[src/core/vsr_consts.svh]
// Purpose: constants of the vacuum suction regulator
// Assumes: 100 MHz clock, APB register access with 32-bit data
// Notes: offsets are byte addresses
//
// Behaviour
// - control active: stop generation once vacuum reaches the upper limit.
// - regulating: restart generation below upper limit minus hysteresis.
// - control off: continuous full suction, limit only a hysteresis flag.
// - control may be switched off only while protection disable is cleared.
// - over six activations in three seconds: continuous suction, red.
// - after a trip keep continuous suction and red until next suction cycle.
// - protection disable set: keep regulating, never trip on switching rate.
// - protection disable may change only while control is active.
// - undervoltage disables control, freezes suction and blow-off inputs.
// - variant: undervoltage forces suction even if protection disabled.
// - part present sets at threshold, clears below it minus hysteresis.
// - normally-open inverts the nozzle drive, normally-closed passes it.
// - control-mode setting enables or disables the control function.
`ifndef VSR_CONSTS_SVH
`define VSR_CONSTS_SVH

`define VSR_CLK_KHZ 100000
`define VSR_WINDOW_MS 3000
`define VSR_TRIP_COUNT 6

`define VSR_ADDR_CTRL 12'h000
`define VSR_ADDR_SUCTION_LIM 12'h004
`define VSR_ADDR_PART_LIM 12'h008
`define VSR_ADDR_STATUS 12'h00C

`define VSR_CTRL_ON_BIT 0
`define VSR_CTRL_DCS_BIT 1
`define VSR_CTRL_NC_BIT 2
`define VSR_CTRL_UVC_BIT 3

`define VSR_RST_CTRL_ON 1'b1
`define VSR_RST_DCS 1'b0
`define VSR_RST_NC 1'b0
`define VSR_RST_UVC 1'b0
`define VSR_RST_H1 16'h0300
`define VSR_RST_HYS1 16'h0050
`define VSR_RST_H2 16'h0200
`define VSR_RST_HYS2 16'h0050

`endif

[src/core/vsr_pkg.sv]
// Purpose: types of the vacuum suction regulator
// Assumes: nothing
// Notes: states are one-hot
package vsr_pkg;
    typedef enum logic [3:0] {
        ST_IDLE = 4'h1,
        ST_REGULATE = 4'h2,
        ST_CONTINUOUS = 4'h4,
        ST_TRIPPED = 4'h8
    } suction_state_t;
endpackage : vsr_pkg

[src/core/vacuum_suction_regulator.sv]
// Purpose: suction valve decision logic with valve protection
// Assumes: sensor and command inputs synchronous to I_CLK
// Notes: registers over APB, one wait state per access
`include "vsr_consts.svh"
`timescale 1ns/1ps
module vacuum_suction_regulator
    import vsr_pkg::*;
#(
    parameter int VW = 16,
    parameter int AW = 12,
    parameter logic [31:0] WINDOW_CYCLES = `VSR_WINDOW_MS * `VSR_CLK_KHZ
) (
    input wire logic I_CLK,
    input wire logic I_RST_N,
    input wire logic I_CE,
    input wire logic I_PSEL,
    input wire logic I_PENABLE,
    input wire logic I_PWRITE,
    input wire logic [AW-1:0] I_PADDR,
    input wire logic [31:0] I_PWDATA,
    input wire logic [VW-1:0] I_VACUUM,
    input wire logic I_SUCTION_CMD,
    input wire logic I_BLOWOFF_CMD,
    input wire logic I_UNDERVOLT,
    output logic [31:0] O_PRDATA,
    output logic O_PREADY,
    output logic O_PSLVERR,
    output logic O_SUCTION_VALVE,
    output logic O_BLOWOFF_VALVE,
    output logic O_PART_PRESENT,
    output logic O_STATUS_RED
);
    ////////////////////////////////////////////////////////////////////
    logic control_on;
    logic protection_disable_select;
    logic nc_variant;
    logic uv_continuous;
    logic [VW-1:0] suction_off_threshold;
    logic [VW-1:0] suction_hysteresis;
    logic [VW-1:0] part_present_threshold;
    logic [VW-1:0] part_present_hysteresis;
    suction_state_t state;
    suction_state_t next_state;
    logic suction_cmd;
    logic blowoff_cmd;
    logic limit_flag;
    logic next_limit_flag;
    logic [VW-1:0] suction_lower;
    logic [VW-1:0] part_lower;
    logic drive_on;
    logic activation;
    logic trip;
    logic [31:0] tick;
    logic [2:0] wptr;
    logic [2:0] act_cnt;
    logic [31:0] old_stamp;
    logic access;
    logic wr_ctrl;

    ////////////////////////////////////////////////////////////////////
    // apb slave
    assign access = I_PSEL && I_PENABLE && O_PREADY;
    assign wr_ctrl = access && I_PWRITE && (I_PADDR == `VSR_ADDR_CTRL);

    always_ff @(posedge I_CLK) begin
        if (!I_RST_N) begin
            O_PREADY <= 1'b0;
            O_PRDATA <= 32'h0000_0000;
            O_PSLVERR <= 1'b0;
        end else if (I_CE) begin
            O_PREADY <= I_PSEL && I_PENABLE && !O_PREADY;
            if (I_PSEL && I_PENABLE && !O_PREADY) begin
                O_PSLVERR <= 1'b0;
                O_PRDATA <= 32'h0000_0000;
                unique case (I_PADDR)
                    `VSR_ADDR_CTRL: O_PRDATA <= {28'h0000000, uv_continuous,
                        nc_variant, protection_disable_select, control_on};
                    `VSR_ADDR_SUCTION_LIM: O_PRDATA <=
                        {suction_hysteresis, suction_off_threshold};
                    `VSR_ADDR_PART_LIM: O_PRDATA <=
                        {part_present_hysteresis, part_present_threshold};
                    `VSR_ADDR_STATUS: O_PRDATA <= {21'h0, act_cnt,
                        state, limit_flag, I_UNDERVOLT, O_PART_PRESENT,
                        drive_on};
                    default: O_PSLVERR <= 1'b1;
                endcase
            end
        end
    end

    // control word: locks keep the mode pair consistent
    always_ff @(posedge I_CLK) begin
        if (!I_RST_N) begin
            control_on <= `VSR_RST_CTRL_ON;
            protection_disable_select <= `VSR_RST_DCS;
            nc_variant <= `VSR_RST_NC;
            uv_continuous <= `VSR_RST_UVC;
        end else if (I_CE && wr_ctrl) begin
            control_on <= I_PWDATA[`VSR_CTRL_ON_BIT] ||
                (control_on && protection_disable_select);
            if (control_on) begin
                protection_disable_select <=
                    I_PWDATA[`VSR_CTRL_DCS_BIT];
            end
            nc_variant <= I_PWDATA[`VSR_CTRL_NC_BIT];
            uv_continuous <= I_PWDATA[`VSR_CTRL_UVC_BIT];
        end
    end

    always_ff @(posedge I_CLK) begin
        if (!I_RST_N) begin
            suction_off_threshold <= VW'(`VSR_RST_H1);
            suction_hysteresis <= VW'(`VSR_RST_HYS1);
            part_present_threshold <= VW'(`VSR_RST_H2);
            part_present_hysteresis <= VW'(`VSR_RST_HYS2);
        end else if (I_CE && access && I_PWRITE) begin
            if (I_PADDR == `VSR_ADDR_SUCTION_LIM) begin
                suction_off_threshold <= I_PWDATA[VW-1:0];
                suction_hysteresis <= I_PWDATA[16+VW-1:16];
            end
            if (I_PADDR == `VSR_ADDR_PART_LIM) begin
                part_present_threshold <= I_PWDATA[VW-1:0];
                part_present_hysteresis <= I_PWDATA[16+VW-1:16];
            end
        end
    end

    ////////////////////////////////////////////////////////////////////
    // command inputs are frozen while the supply is low
    always_ff @(posedge I_CLK) begin
        if (!I_RST_N) begin
            suction_cmd <= 1'b0;
            blowoff_cmd <= 1'b0;
        end else if (I_CE && !I_UNDERVOLT) begin
            suction_cmd <= I_SUCTION_CMD;
            blowoff_cmd <= I_BLOWOFF_CMD;
        end
    end

    ////////////////////////////////////////////////////////////////////
    // upper limit comparator, always evaluated with hysteresis
    assign suction_lower = (suction_off_threshold > suction_hysteresis) ?
        suction_off_threshold - suction_hysteresis : '0;
    assign part_lower = (part_present_threshold > part_present_hysteresis) ?
        part_present_threshold - part_present_hysteresis : '0;

    always_comb begin
        next_limit_flag = limit_flag;
        if (I_VACUUM >= suction_off_threshold) begin
            next_limit_flag = 1'b1;
        end else if (I_VACUUM < suction_lower) begin
            next_limit_flag = 1'b0;
        end
    end

    always_ff @(posedge I_CLK) begin
        if (!I_RST_N) begin
            limit_flag <= 1'b0;
        end else if (I_CE) begin
            limit_flag <= next_limit_flag;
        end
    end

    always_ff @(posedge I_CLK) begin
        if (!I_RST_N) begin
            O_PART_PRESENT <= 1'b0;
        end else if (I_CE) begin
            if (I_VACUUM >= part_present_threshold) begin
                O_PART_PRESENT <= 1'b1;
            end else if (I_VACUUM < part_lower) begin
                O_PART_PRESENT <= 1'b0;
            end
        end
    end

    ////////////////////////////////////////////////////////////////////
    // suction cycle state
    always_comb begin
        next_state = state;
        unique case (state)
            ST_IDLE: if (suction_cmd) begin
                next_state = (control_on && !I_UNDERVOLT) ?
                    ST_REGULATE : ST_CONTINUOUS;
            end
            ST_REGULATE: if (!suction_cmd) begin
                next_state = ST_IDLE;
            end else if (I_UNDERVOLT || !control_on) begin
                next_state = ST_CONTINUOUS;
            end else if (trip) begin
                next_state = ST_TRIPPED;
            end
            ST_CONTINUOUS: if (!suction_cmd) begin
                next_state = ST_IDLE;
            end else if (control_on && !I_UNDERVOLT) begin
                next_state = ST_REGULATE;
            end
            ST_TRIPPED: if (!suction_cmd) begin
                next_state = ST_IDLE;
            end
            default: next_state = ST_IDLE;
        endcase
    end

    always_ff @(posedge I_CLK) begin
        if (!I_RST_N) begin
            state <= ST_IDLE;
        end else if (I_CE) begin
            state <= next_state;
        end
    end

    // continuous states drive full suction; idle only on the uv variant
    always_comb begin
        unique case (state)
            ST_REGULATE: drive_on = !limit_flag;
            ST_CONTINUOUS: drive_on = 1'b1;
            ST_TRIPPED: drive_on = 1'b1;
            default: drive_on = I_UNDERVOLT && uv_continuous;
        endcase
    end

    ////////////////////////////////////////////////////////////////////
    // valve protection: stamps of recent re-activations
    assign activation = (state == ST_REGULATE) && limit_flag &&
        !next_limit_flag;
    // trade-off: exact sliding window at the price of a small stamp ring
    assign trip = activation && !protection_disable_select &&
        (act_cnt >= 3'(`VSR_TRIP_COUNT)) &&
        ((tick - old_stamp) < WINDOW_CYCLES);

    always_ff @(posedge I_CLK) begin
        if (!I_RST_N) begin
            tick <= 32'h0000_0000;
        end else if (I_CE) begin
            tick <= tick + 32'h0000_0001;
        end
    end

    always_ff @(posedge I_CLK) begin
        if (!I_RST_N) begin
            wptr <= 3'h0;
            act_cnt <= 3'h0;
        end else if (I_CE) begin
            if (state == ST_IDLE) begin
                act_cnt <= 3'h0;
            end else if (activation) begin
                wptr <= wptr + 3'h1;
                if (act_cnt < 3'(`VSR_TRIP_COUNT)) begin
                    act_cnt <= act_cnt + 3'h1;
                end
            end
        end
    end

    vsr_stamp_ram #(
        .WIDTH(32),
        .DEPTH(8),
        .AW(3)
    ) u_stamps (
        .i_clk(I_CLK),
        .i_ce(I_CE),
        .i_we(activation),
        .i_waddr(wptr),
        .i_wdata(tick),
        .i_raddr(wptr - 3'(`VSR_TRIP_COUNT)),
        .o_rdata(old_stamp)
    );

    ////////////////////////////////////////////////////////////////////
    // pin outputs, one flop after the decision
    always_ff @(posedge I_CLK) begin
        if (!I_RST_N) begin
            O_SUCTION_VALVE <= `VSR_RST_NC ? 1'b0 : 1'b1;
            O_BLOWOFF_VALVE <= 1'b0;
            O_STATUS_RED <= 1'b0;
        end else if (I_CE) begin
            O_SUCTION_VALVE <= nc_variant ? drive_on : !drive_on;
            O_BLOWOFF_VALVE <= blowoff_cmd && !drive_on;
            O_STATUS_RED <= (state == ST_TRIPPED);
        end
    end
endmodule : vacuum_suction_regulator

[src/core/vsr_stamp_ram.sv]
// Purpose: small ring of activation time stamps
// Assumes: one write port, one read port
// Notes: read data comes out of a register, one cycle after the address
`timescale 1ns/1ps
module vsr_stamp_ram #(
    parameter int WIDTH = 32,
    parameter int DEPTH = 8,
    parameter int AW = 3
) (
    input wire logic i_clk,
    input wire logic i_ce,
    input wire logic i_we,
    input wire logic [AW-1:0] i_waddr,
    input wire logic [WIDTH-1:0] i_wdata,
    input wire logic [AW-1:0] i_raddr,
    output logic [WIDTH-1:0] o_rdata
);
    logic [WIDTH-1:0] mem [DEPTH];

    // no reset: entries are only read once the count says they are valid
    always_ff @(posedge i_clk) begin
        if (i_ce && i_we) begin
            mem[i_waddr] <= i_wdata;
        end
    end

    always_ff @(posedge i_clk) begin
        if (i_ce) begin
            o_rdata <= mem[i_raddr];
        end
    end
endmodule : vsr_stamp_ram

[config.mk]
export PLATFORM = sky130hd
export DESIGN_NAME = vacuum_suction_regulator
export DESIGN_NICKNAME = d
export VERILOG_FILES = /design/src/core/vsr_pkg.sv /design/src/core/vacuum_suction_regulator.sv /design/src/core/vsr_stamp_ram.sv
export VERILOG_INCLUDE_DIRS = /design/src /design/src/core
export SDC_FILE = /design/constraint.sdc
export NUM_CORES = 1
export LEC_CHECK = 0
export CAP_MARGIN = 40
export CORE_MARGIN = 5
export CORE_UTILIZATION = 69
export CTS_CLUSTER_SIZE = 10
export DETAILED_ROUTE_END_ITERATION = 8
export DONT_BUFFER_PORTS = 1
export GPL_TIMING_DRIVEN = 0
export HOLD_SLACK_MARGIN = 0.03
export PLACE_DENSITY = 0.85
export SKIP_CTS_REPAIR_TIMING = 1
export SLEW_MARGIN = 20
export SYNTH_ARGS = -nofsm -noshare
export SYNTH_HDL_FRONTEND = slang
export SYNTH_SLANG_ARGS = --single-unit
[constraint.sdc]
create_clock -name I_CLK -period 8.4 [get_ports I_CLK]
set_clock_uncertainty 0.2 [all_clocks]
set_input_delay 0.84 -clock I_CLK [delete_from_list [all_inputs] [get_ports I_CLK]]
set_output_delay 0.84 -clock I_CLK [all_outputs]
set_load 0.01 [all_outputs]
Word level (Yosys, flattened, before mapping)
Memories as Yosys holds them, arrays and structs flattened. A register that Yosys moved wholly into a read port is not among the register bits.
Cells that the tools add are included.
{"block": "word_totals", "out_inout_bits": 38, "in_bits": 69, "n_memories": 1, "register_bits": 151, "ramBits": 256, "word_cells": 117}
{"block": "classes", "addsub": 7, "muxes": 24, "n_reduce_logical": 42, "eq_ne": 11, "bitwise_logic": 1, "order_cmp": 9}
{"memory": "u_stamps.mem", "depth": 8, "word_bits": 32, "rd": 1, "rd_clocked_by_memory_dff": 1, "wr": 1, "line": "vsr_stamp_ram.sv:18", "rtl": "logic [WIDTH-1:0] mem [DEPTH];"}
{"op": "$pmux W32 S4", "n": 1}
{"op": "$add A32 B1 Y32 const B", "n": 1}
{"op": "$ge A16 B16 Y1", "n": 2}
{"op": "$gt A16 B16 Y1", "n": 2}
{"op": "$lt A16 B16 Y1", "n": 2}
{"op": "$lt A32 B29 Y1 const B", "n": 1}
{"op": "$mux W16", "n": 2}
{"op": "$sub A16 B16 Y16", "n": 2}
{"op": "$sub A32 B32 Y32", "n": 1}
{"op": "$mux W4", "n": 7}
{"op": "$eq A12 B4 Y1 const B", "n": 2}
{"op": "$logic_and A1 B1 Y1", "n": 19}
{"op": "$pmux W4 S4", "n": 1}
{"op": "$eq A12 B3 Y1 const B", "n": 1}
{"op": "$logic_not A12 Y1", "n": 1}
{"op": "$mux W3", "n": 4}
{"op": "$reduce_and A2 Y1", "n": 5}
{"op": "$mux W1", "n": 8}
{"op": "$logic_not A1 Y1", "n": 7}
{"op": "$add A3 B1 Y3 const B", "n": 2}
{"op": "$reduce_and A3 Y1", "n": 2}
{"op": "$reduce_bool A2 Y1", "n": 3}
{"op": "$reduce_and A5 Y1", "n": 1}
{"op": "$eq A4 B1 Y1 const B", "n": 1}
{"op": "other kinds (14)", "n": 16}

Longest topological paths before layout
Gate-level depths: netlist (run 1).
{"block": "depth", "word_depth": 14, "mapped_depth": 24, "mapped_depth_nobuf": 24}

Cells and area by module
Synthesis (run 1) repeated with hierarchy kept, for this count alone.
{"block": "hier_totals", "hier_cells": 1863, "hier_area_um2": 21670.8}
{"module": "vacuum_suction_regulator", "seq_area_each_um2": 3022.9, "area_per_inst_um2": 10881.7, "n_inst": 1, "cells_per_inst": 1448}
{"module": "vsr_stamp_ram", "seq_area_each_um2": 8648.3, "area_per_inst_um2": 10789.1, "n_inst": 1, "cells_per_inst": 415}

Worst setup path after synthesis (run 1)
Ideal clock, no wire load.
{"block": "synth_timing", "path_kind": "register to register", "startpoint": "reg suction_off_threshold[0]", "endpoint": "mem u_stamps.mem[0][0] (enable)", "n_path_buf": 1, "setup_ns": 0.392, "arrival_ns": 4.981, "stages_incl_launch_ff": 20, "synth_period_minus_slack_ns": 5.573, "t_required_ns": 7.808, "path_slack_ns": 2.827, "cell_sequence": "dfxtp_1 > inv_1 > ha_1 > inv_1 > fa_1 > a211o_1 > a2111oi_0 > o31a_1 > o21ai_1 > o41a_1 > clkbuf_1 > nand2_1 > ha_1 > a21o_1 > a21o_1 > a21oi_1 > o22ai_1 > or3_1 > nor4_1 > and2_1"}
{"block": "synth_via", "elab_chain_len": 10, "word_cells_on_any_way": 12, "cone_classes": "add/sub: 1; order compare: 3; mux: 5; reduce/logical: 3"}
{"element": "from (decl)", "line": "vacuum_suction_regulator.sv:38", "rtl": "logic [VW-1:0] suction_off_threshold;"}
{"element": "from (signal assigned)", "line": "vacuum_suction_regulator.sv:112", "rtl": "suction_off_threshold <= VW'(`VSR_RST_H1);"}
{"element": "from (signal assigned)", "line": "vacuum_suction_regulator.sv:118", "rtl": "suction_off_threshold <= I_PWDATA[VW-1:0];"}
{"element": "$sub A16 B16 Y16 or $gt A16 B16 Y1 (tied branches)", "line": "vacuum_suction_regulator.sv:143, vacuum_suction_regulator.sv:142"}
{"element": "$mux W16", "line": "vacuum_suction_regulator.sv:142", "rtl": "assign suction_lower = (suction_off_threshold > suction_hysteresis) ?"}
{"element": "$lt A16 B16 Y1", "line": "vacuum_suction_regulator.sv:151", "rtl": "end else if (I_VACUUM < suction_lower) begin"}
{"element": "$mux W1", "line": "vacuum_suction_regulator.sv:151"}
{"element": "$mux W1 *", "line": "vacuum_suction_regulator.sv:149", "rtl": "if (I_VACUUM >= suction_off_threshold) begin"}
{"element": "$logic_not A1 Y1 *", "line": "vacuum_suction_regulator.sv:225", "rtl": "!next_limit_flag;"}
{"element": "$logic_and A1 B1 Y1 *", "line": "vacuum_suction_regulator.sv:224", "rtl": "assign activation = (state == ST_REGULATE) && limit_flag &&"}
{"element": "$logic_and A1 B1 Y1 *", "line": "vsr_stamp_ram.sv:22", "rtl": "if (i_ce && i_we) begin"}
{"element": "$mux W1 *", "line": "vsr_stamp_ram.sv:22"}
{"element": "$mux W1 (not written as such) *", "line": "vsr_stamp_ram.sv:23", "rtl": "mem[i_waddr] <= i_wdata;"}
{"element": "to (decl)", "line": "vsr_stamp_ram.sv:18"}
Every way passes the cells marked *; elsewhere a longest branch is shown, timed or not.

Worst setup path after layout (run 1)
{"block": "layout_timing", "startpoint": "reg suction_off_threshold[0]", "endpoint": "mem u_stamps.mem[7][8] (enable)"}
The elaborated chain is that of the path after synthesis.

==> results of run 1 <==
-- worst max-delay path by stage --
| stage | depth (start not counted) | start | to | slack [ns] |
|---|---|---|---|---|
| final | 21 | suction_off_threshold[0]$_SDFFE_PN0P_ | u_stamps.mem[7][8]$_DFFE_PP_ | 1.91 |
| after global routing | 21 | suction_off_threshold[0]$_SDFFE_PN0P_ | u_stamps.mem[7][6]$_DFFE_PP_ | 1.69 |
| after CTS | 20 | suction_off_threshold[0]$_SDFFE_PN0P_ | u_stamps.mem[2][28]$_DFFE_PP_ | 1.83 |
| after detailed placement | 20 | suction_off_threshold[0]$_SDFFE_PN0P_ | u_stamps.mem[2][8]$_DFFE_PP_ | 1.89 |
| after global placement | 19 | suction_off_threshold[0]$_SDFFE_PN0P_ | u_stamps.mem[2][20]$_DFFE_PP_ | 1.20 |
| after floorplan | 19 | suction_off_threshold[0]$_SDFFE_PN0P_ | u_stamps.mem[0][0]$_DFFE_PP_ | 2.83 |
-- cell usage after synthesis, drive strengths merged (4+ instances only) --
library cell and n:
a2111oi 7, a211o 4, a21boi 66, a21o 32
a21oi 80, a22oi 31, a31oi 8, a41oi 4
and2 59, and3 24, and4 5, buf 14
clkbuf 69, dfxtp 151, edfxtp 288, ha 132
inv 126, mux2 34, mux2i 5, mux4 67
nand2 245, nand2b 10, nand3 38, nand3b 5
nand4 28, nor2 49, nor2b 32, nor3 20
nor3b 7, nor4 8, o211ai 14, o21a 9
o21ai 77, o21bai 4, o22ai 5, or3 8
xnor2 51, xor2 19
-- layer usage --
layer  GRT usage (%)  up-vias
met2           58.25      919
met5               0        -
met4           21.37        2
li1                -     7026
met1           38.08     7595
met3           6.925      274
-- through the flow --
| step | hold WS, ns | worst slack [ns] | cells |
|---|---|---|---|
| floorplan | 0.2539 | 2.827 | 1879 |
| global placement | 0.2677 | 1.199 | 2281 |
| detailed placement | 0.2741 | 1.889 | 2296 |
| CTS | 0.1906 | 1.832 | 2382 |
| global route | 0.1785 | 1.686 | 2385 |
| finish | 0.1910 | 1.905 | 2385 |
-- state kept, by name (all words and copies together), names as in the netlist, 3 cells and up --
register and flops:
O_PRDATA 32, act_cnt 3, wptr 3, part_present_threshold 16, state 4, suction_off_threshold 16, u_stamps.mem 256, part_present_hysteresis 16
tick 32, suction_hysteresis 16, u_stamps.o_rdata 32
-- kinds of logic (layout without fill, tap and decap cells) --
logic type | after synthesis | after routing | share of synthesized area (%)
buffers and inverters | 209 | 313 | 3.637
XOR/XNOR | 70 | 70 | 2.802
AO/OA/AOI/OAI | 373 | 373 | 11.40
multiplexers | 106 | 106 | 8.876
AND/OR/NAND/NOR | 548 | 548 | 12.20
flip-flops | 439 | 439 | 53.35
adder cells (fa/ha/maj) | 134 | 134 | 7.732
-- power by group --
part	internal, uW	switching [uW]
Combinational	49.8	80.4
Clock	1150	836
Sequential	2290	9.80
Total	3490	926
-- layout make-up --
type                    count  area share, %
inverters                 126          1.960
clock buffers              83          5.780
multi-input cells        1231          39.03
flip-flops and latches    439          48.36
repair buffers             18          1.166
plain buffers              83          1.337
well taps                 402          2.084
clock inverters             3         0.2851
==> impl_metrics.env, run 1 <==
export IMPL_top_layer_used="met5"
export IMPL_seqCellArea_um2=11670
export IMPL_synthCells=1879
export IMPL_nNetsFinal=2152
export IMPL_clkTransAtPathRegs_ns=0.06
export IMPL_fmaxAchievable_ghz=0.1540
export IMPL_layout_cells_most_common_list="sky130_fd_sc_hd__edfxtp_1 (288), sky130_fd_sc_hd__nand2_1 (245), sky130_fd_sc_hd__dfxtp_1 (151)"
export IMPL_post_synth_instance_area_um2=21880
export IMPL_total_global_routing_overflow=0
export IMPL_crit_type="flop to flop"
export IMPL_power_ir_vdd_worst_v=0.0001560
export IMPL_floorplan_rows=65
export IMPL_area_used_by_multi_input_combinational_logic_um2=9420
export IMPL_hold_path_depth=0
export IMPL_setup_violations_final=0
export IMPL_cts_sinks=439
export IMPL_synth_edf_count=288
export IMPL_die_h_um=188.1
export IMPL_number_of_max_cap_violations=0
export IMPL_clk_latency_ns=0.57
export IMPL_post_synth_num_cell_types=74
export IMPL_rsz0062_at_grt="false"
export IMPL_h_tree_depth=2
export IMPL_r2r_setup_slack_ns=1.91
export IMPL_hold_crit_start="I_CE"
export IMPL_run_status="finished clean"
export IMPL_dieArea_um2=35370
export IMPL_dp_hpwl_mm=41.57
export IMPL_worst_path_dominant_cell_family="compound AO/OA/AOI/OAI gates"
export IMPL_ant_nets=0
export IMPL_fill_cells=1904
export IMPL_io_pins=107
export IMPL_cell_accounting_for_the_most_synthesized_area="sky130_fd_sc_hd__edfxtp_1"
export IMPL_die_w_um=188.1
export IMPL_initial_utilization_pct=69.69
export IMPL_wl_met1_mm=21.11
export IMPL_drt_wirelength_per_cell_um=25.43
export IMPL_synth_async_sr_flop_share_pct=0
export IMPL_period_minus_slack_ns=6.495
export IMPL_tightestPinTransition_ns=0.9263
export IMPL_cp_end_kind="flop"
export IMPL_critical_path_max_stage_delay_ns=0.72
export IMPL_via_count_of_the_first_global_routing_pass=16130
export IMPL_timing_final_max_slew_violations=0
export IMPL_hold_path_end="u_stamps.o_rdata[17]$_DFFE_PP_"
export IMPL_grt_use_total_pct=33.66
export IMPL_total_number_of_yosys_warnings=0
export IMPL_cp_launch_type="flop"
export IMPL_synth_seq_cells=439
export IMPL_power_leakage_uw=0.008818
export IMPL_antenna_found_initial=1
export IMPL_drt_pass1_iterations=6
export IMPL_worst_r2r_startpoint="suction_off_threshold[0]$_SDFFE_PN0P_"
export IMPL_portbufs=0
export IMPL_yosysSeqAreaShare_pct=53.35
export IMPL_placed_cell_area_um2=22640
export IMPL_num_vias=15820
export IMPL_gpl_final_weighted_congestion=1.008
export IMPL_syn_num_nets=2082
export IMPL_post_route_cell_area_um2=24140
export IMPL_worstPathRequired_ns=8.46
export IMPL_yosys_top_cells_area="sky130_fd_sc_hd__edfxtp_1 (40%), sky130_fd_sc_hd__dfxtp_1 (14%), sky130_fd_sc_hd__ha_1 (7.5%)"
export IMPL_wire_length_of_the_first_global_routing_pass_mm=91.58
export IMPL_commonest_register_cell_after_synthesis="sky130_fd_sc_hd__edfxtp_1"
export IMPL_dr_wl_met2_mm=29.88
export IMPL_layout_commonest_cell="sky130_fd_sc_hd__edfxtp_1"
export IMPL_path_max_fanout=20
export IMPL_pin_count_of_the_biggest_net_entering_global_routing=40
export IMPL_fin_tns_setup_ns=0
export IMPL_crit_slowest_cell="sky130_fd_sc_hd__and3_2"
export IMPL_buffer_type_at_the_clock_tree_root="sky130_fd_sc_hd__clkbuf_16"
export IMPL_period_share_pct=77.32
export IMPL_worst_ep_arrival_time_ns=6.56
export IMPL_final_hold_violation_count=0
export IMPL_worst_r2r_cell_count=21
export IMPL_avg_synthesized_cell_area_um2=11.64
export IMPL_worstPathBufferInverterCount=5
export IMPL_synthDominantCellAreaShare_pct=39.53
export IMPL_finalWirelength_mm=60.66
export IMPL_routed_length_on_met3_mm=4.996
export IMPL_first_iter_violations=1538
export IMPL_drt_vias_per_instance=6.631
export IMPL_path_cells="inv_1 -> ha_1 -> inv_1 -> fa_1 -> a211o_1 -> a2111oi_0 -> o31a_1 -> o21ai_1 -> o41a_1 -> clkbuf_1 -> nand2_1 -> ha_1 -> a21o_1 -> a21o_1 -> a21oi_1 -> o22ai_1 -> or3_1 -> nor3_1 -> buf_2 -> and3_2 -> buf_16"
export IMPL_drc=0
export IMPL_p_per_area_nw_per_um2=183.0
export IMPL_worstReg2RegEnd="u_stamps.mem[7][8]$_DFFE_PP_"
export IMPL_hold_path_class="input pin to flop"
export IMPL_area_growth_synth_to_final_pct=10.32
export IMPL_cts_inserted_buffers=50
export IMPL_bufs_on_longest_clock_path=3
export IMPL_diodes=0
export IMPL_post_route_cells_drive_above_1_share_pct=9.985
export IMPL_placeableCoreArea_um2=31390
export IMPL_layout_core_utilization_pct=76.88
export IMPL_tritoncts="done"
export IMPL_timing_slew_headroom_pct=38.25
export IMPL_power_total_uw=4417
No activity file was read; power rests on OpenSTA's default activity.
==> inputs of run 2 (changes only) <==
Settings changed: CORE_UTILIZATION 69 to 64, PLACE_DENSITY 0.85 to 0.8.
Clock period 8.4 ns to 6.5 ns, I/O delays scaled along.
==> impl_metrics.env, run 2 (synthesized netlist as in run 1, its figures left out) <==
export IMPL_run_status="finished clean"
export IMPL_cts_sinks=439
export IMPL_drt_wirelength_per_cell_um=23.73
export IMPL_worstPathRequired_ns=6.59
export IMPL_power_switching_fraction_pct=21.39
export IMPL_portbufs=0
export IMPL_power_leakage_uw=0.008976
export IMPL_worst_r2r_cell_count=21
export IMPL_final_hold_violation_count=0
export IMPL_grt_use_total_pct=29.88
export IMPL_timing_slew_headroom_pct=44.02
export IMPL_rsz0062_at_grt="false"
export IMPL_total_global_routing_overflow=0
export IMPL_tightestPinTransition_ns=0.8397
export IMPL_clk_latency_ns=0.59
export IMPL_setup_violations_final=0
export IMPL_layout_core_utilization_pct=73.12
export IMPL_fin_tns_setup_ns=0
export IMPL_crit_type="flop to flop"
export IMPL_power_ir_vdd_worst_v=0.0002175
export IMPL_clkTransAtPathRegs_ns=0.06
export IMPL_hold_path_class="input pin to flop"
export IMPL_bufs_on_longest_clock_path=3
export IMPL_wire_length_of_the_first_global_routing_pass_mm=87.75
export IMPL_num_vias=15460
export IMPL_finalWirelength_mm=58.47
export IMPL_drt_pass1_iterations=6
export IMPL_cp_launch_type="flop"
export IMPL_gpl_final_weighted_congestion=0.9961
export IMPL_switchingPower_uw=1230
export IMPL_path_max_fanout=17
export IMPL_p_per_area_nw_per_um2=233.9
export IMPL_largest_register_ffs=256
export IMPL_post_route_cells_drive_above_1_share_pct=9.970
export IMPL_setup_worst_path_end="u_stamps.mem[1][16]$_DFFE_PP_"
export IMPL_layout_cells_most_common_list="sky130_fd_sc_hd__edfxtp_1 (288), sky130_fd_sc_hd__nand2_1 (245), sky130_fd_sc_hd__dfxtp_1 (151)"
export IMPL_power_frac_comb_pct=3.4
export IMPL_number_of_max_cap_violations=0
export IMPL_area_growth_synth_to_final_pct=12.35
export IMPL_dieArea_um2=37980
export IMPL_via_count_of_the_first_global_routing_pass=15400
export IMPL_buffer_type_at_the_clock_tree_root="sky130_fd_sc_hd__clkbuf_16"
export IMPL_diodes=0
export IMPL_die_h_um=194.9
export IMPL_floorplan_rows=67
export IMPL_timing_final_max_slew_violations=0
export IMPL_largest_register="u_stamps.mem"
export IMPL_clock_power_share_pct=45.0
export IMPL_cp_end_kind="flop"
export IMPL_period_share_pct=95.26
export IMPL_worstSetupStartpoint="suction_off_threshold[0]$_SDFFE_PN0P_"
export IMPL_ant_nets=0
export IMPL_initial_utilization_pct=65.08
export IMPL_layout_commonest_cell="sky130_fd_sc_hd__edfxtp_1"
export IMPL_tritoncts="done"
export IMPL_dp_hpwl_mm=41.13
export IMPL_antenna_found_initial=0
export IMPL_cts_inserted_buffers=51
export IMPL_worst_ep_arrival_time_ns=6.28
export IMPL_fill_cells=2188
export IMPL_first_iter_violations=1375
export IMPL_drt_vias_per_instance=6.273
export IMPL_internal_power_uw=4519
export IMPL_pwr_share_seq_pct=51.6
export IMPL_hold_crit_start="I_PWDATA[4]"
export IMPL_drc=0
export IMPL_worstReg2RegEnd="u_stamps.mem[1][16]$_DFFE_PP_"
export IMPL_die_w_um=194.9
export IMPL_h_tree_depth=2
export IMPL_period_minus_slack_ns=6.192
export IMPL_worst_r2r_startpoint="suction_off_threshold[0]$_SDFFE_PN0P_"
export IMPL_r2r_setup_slack_ns=0.31
export IMPL_placeableCoreArea_um2=33620
export IMPL_pin_count_of_the_biggest_net_entering_global_routing=40
export IMPL_io_pins=107
export IMPL_nNetsFinal=2185
export IMPL_fmaxAchievable_ghz=0.1615
## run 2: changes by cell type in the layout (fill, tap and decap cells not counted), sizes merged
cell	change
dlygate4sd3	+33
inv	+1
clkbuf	-3
clkinv	+2
bufinv	-1
clkinvlp	+1
## run 2: metrics by stage
step | power (uW) | hold slack (ns) | setup slack [ns] | cells | cell area, um2
floorplan | 3140 | 0.2539 | 0.9270 | 1879 | 21880
global placement | 3181 | 0.2683 | -0.5726 | 2327 | 22440
detailed placement | 3187 | 0.2753 | 0.2409 | 2341 | 22710
CTS | 5733 | -0.04297 | 0.2112 | 2428 | 24200
global route | 5911 | 0.03040 | 0.1005 | 2464 | 24580
finish | 5748 | 0.004650 | 0.3081 | 2464 | 24580
## run 2: final cells by class
class | instances | area [um2] | share of cell area (%)
Clock inverter | 6 | 76.32 | 0.3105
Clock buffer | 81 | 1410 | 5.737
Buffer | 83 | 322.8 | 1.313
Tap cell | 448 | 560.5 | 2.280
Multi-Input combinational cell | 1231 | 9428 | 38.36
Timing Repair Buffer | 50 | 638.1 | 2.596
Sequential cell | 439 | 11670 | 47.48
Inverter | 126 | 473.0 | 1.924
## run 2: worst min-delay path by stage
stage                                                  end  slack (ns)  cells past startpoint
floorplan                       uv_continuous$_SDFFE_PN0P_        0.25                      2
global placement        suction_hysteresis[7]$_SDFFE_PN0P_        0.27                      2
detailed placement      suction_hysteresis[5]$_SDFFE_PN0P_        0.28                      2
CTS                         u_stamps.o_rdata[17]$_DFFE_PP_       -0.04                      0
global route        part_present_threshold[4]$_SDFFE_PN0P_        0.03                      2
finish              part_present_threshold[4]$_SDFFE_PN0P_       0.005                      2
## run 2: power by group through the flow
stage / combinational, uW / clock [uW] / sequential [uW]
CTS: 164 / 2600 / 2970
finish: 194 / 2590 / 2970
global placement: 157 / 0 / 3020
floorplan: 119 / 0 / 3020
global route: 212 / 2730 / 2970
detailed placement: 162 / 0 / 3030
## run 2: critical path: stages (launching register included)
cell and delay (ns):
sky130_fd_sc_hd__dfxtp_1 0.35, sky130_fd_sc_hd__inv_1 0.08, sky130_fd_sc_hd__ha_1 0.16, sky130_fd_sc_hd__inv_1 0.05
sky130_fd_sc_hd__fa_1 0.41, sky130_fd_sc_hd__a211o_1 0.34, sky130_fd_sc_hd__a2111oi_0 0.56, sky130_fd_sc_hd__o31a_1 0.28
sky130_fd_sc_hd__o21ai_1 0.12, sky130_fd_sc_hd__o41a_1 0.22, sky130_fd_sc_hd__clkbuf_1 0.25, sky130_fd_sc_hd__nand2_1 0.11
sky130_fd_sc_hd__ha_1 0.24, sky130_fd_sc_hd__a21o_1 0.16, sky130_fd_sc_hd__a21o_1 0.17, sky130_fd_sc_hd__a21oi_1 0.18
sky130_fd_sc_hd__o22ai_1 0.10, sky130_fd_sc_hd__or3_1 0.47, sky130_fd_sc_hd__nor3_1 0.30, sky130_fd_sc_hd__buf_2 0.27
sky130_fd_sc_hd__and3_2 0.60, sky130_fd_sc_hd__buf_16 0.26
## run 2: metal layers
| layer | up-vias | routed length, um | GRT usage [%] |
|---|---|---|---|
| li1 | 7111 | - | - |
| met1 | 7523 | 21580 | 36.54 |
| met2 | 684 | 29480 | 51.72 |
| met3 | 138 | 4880 | 6.787 |
| met4 | 0 | 2527 | 11.82 |
| met5 | - | 0 | 0 |
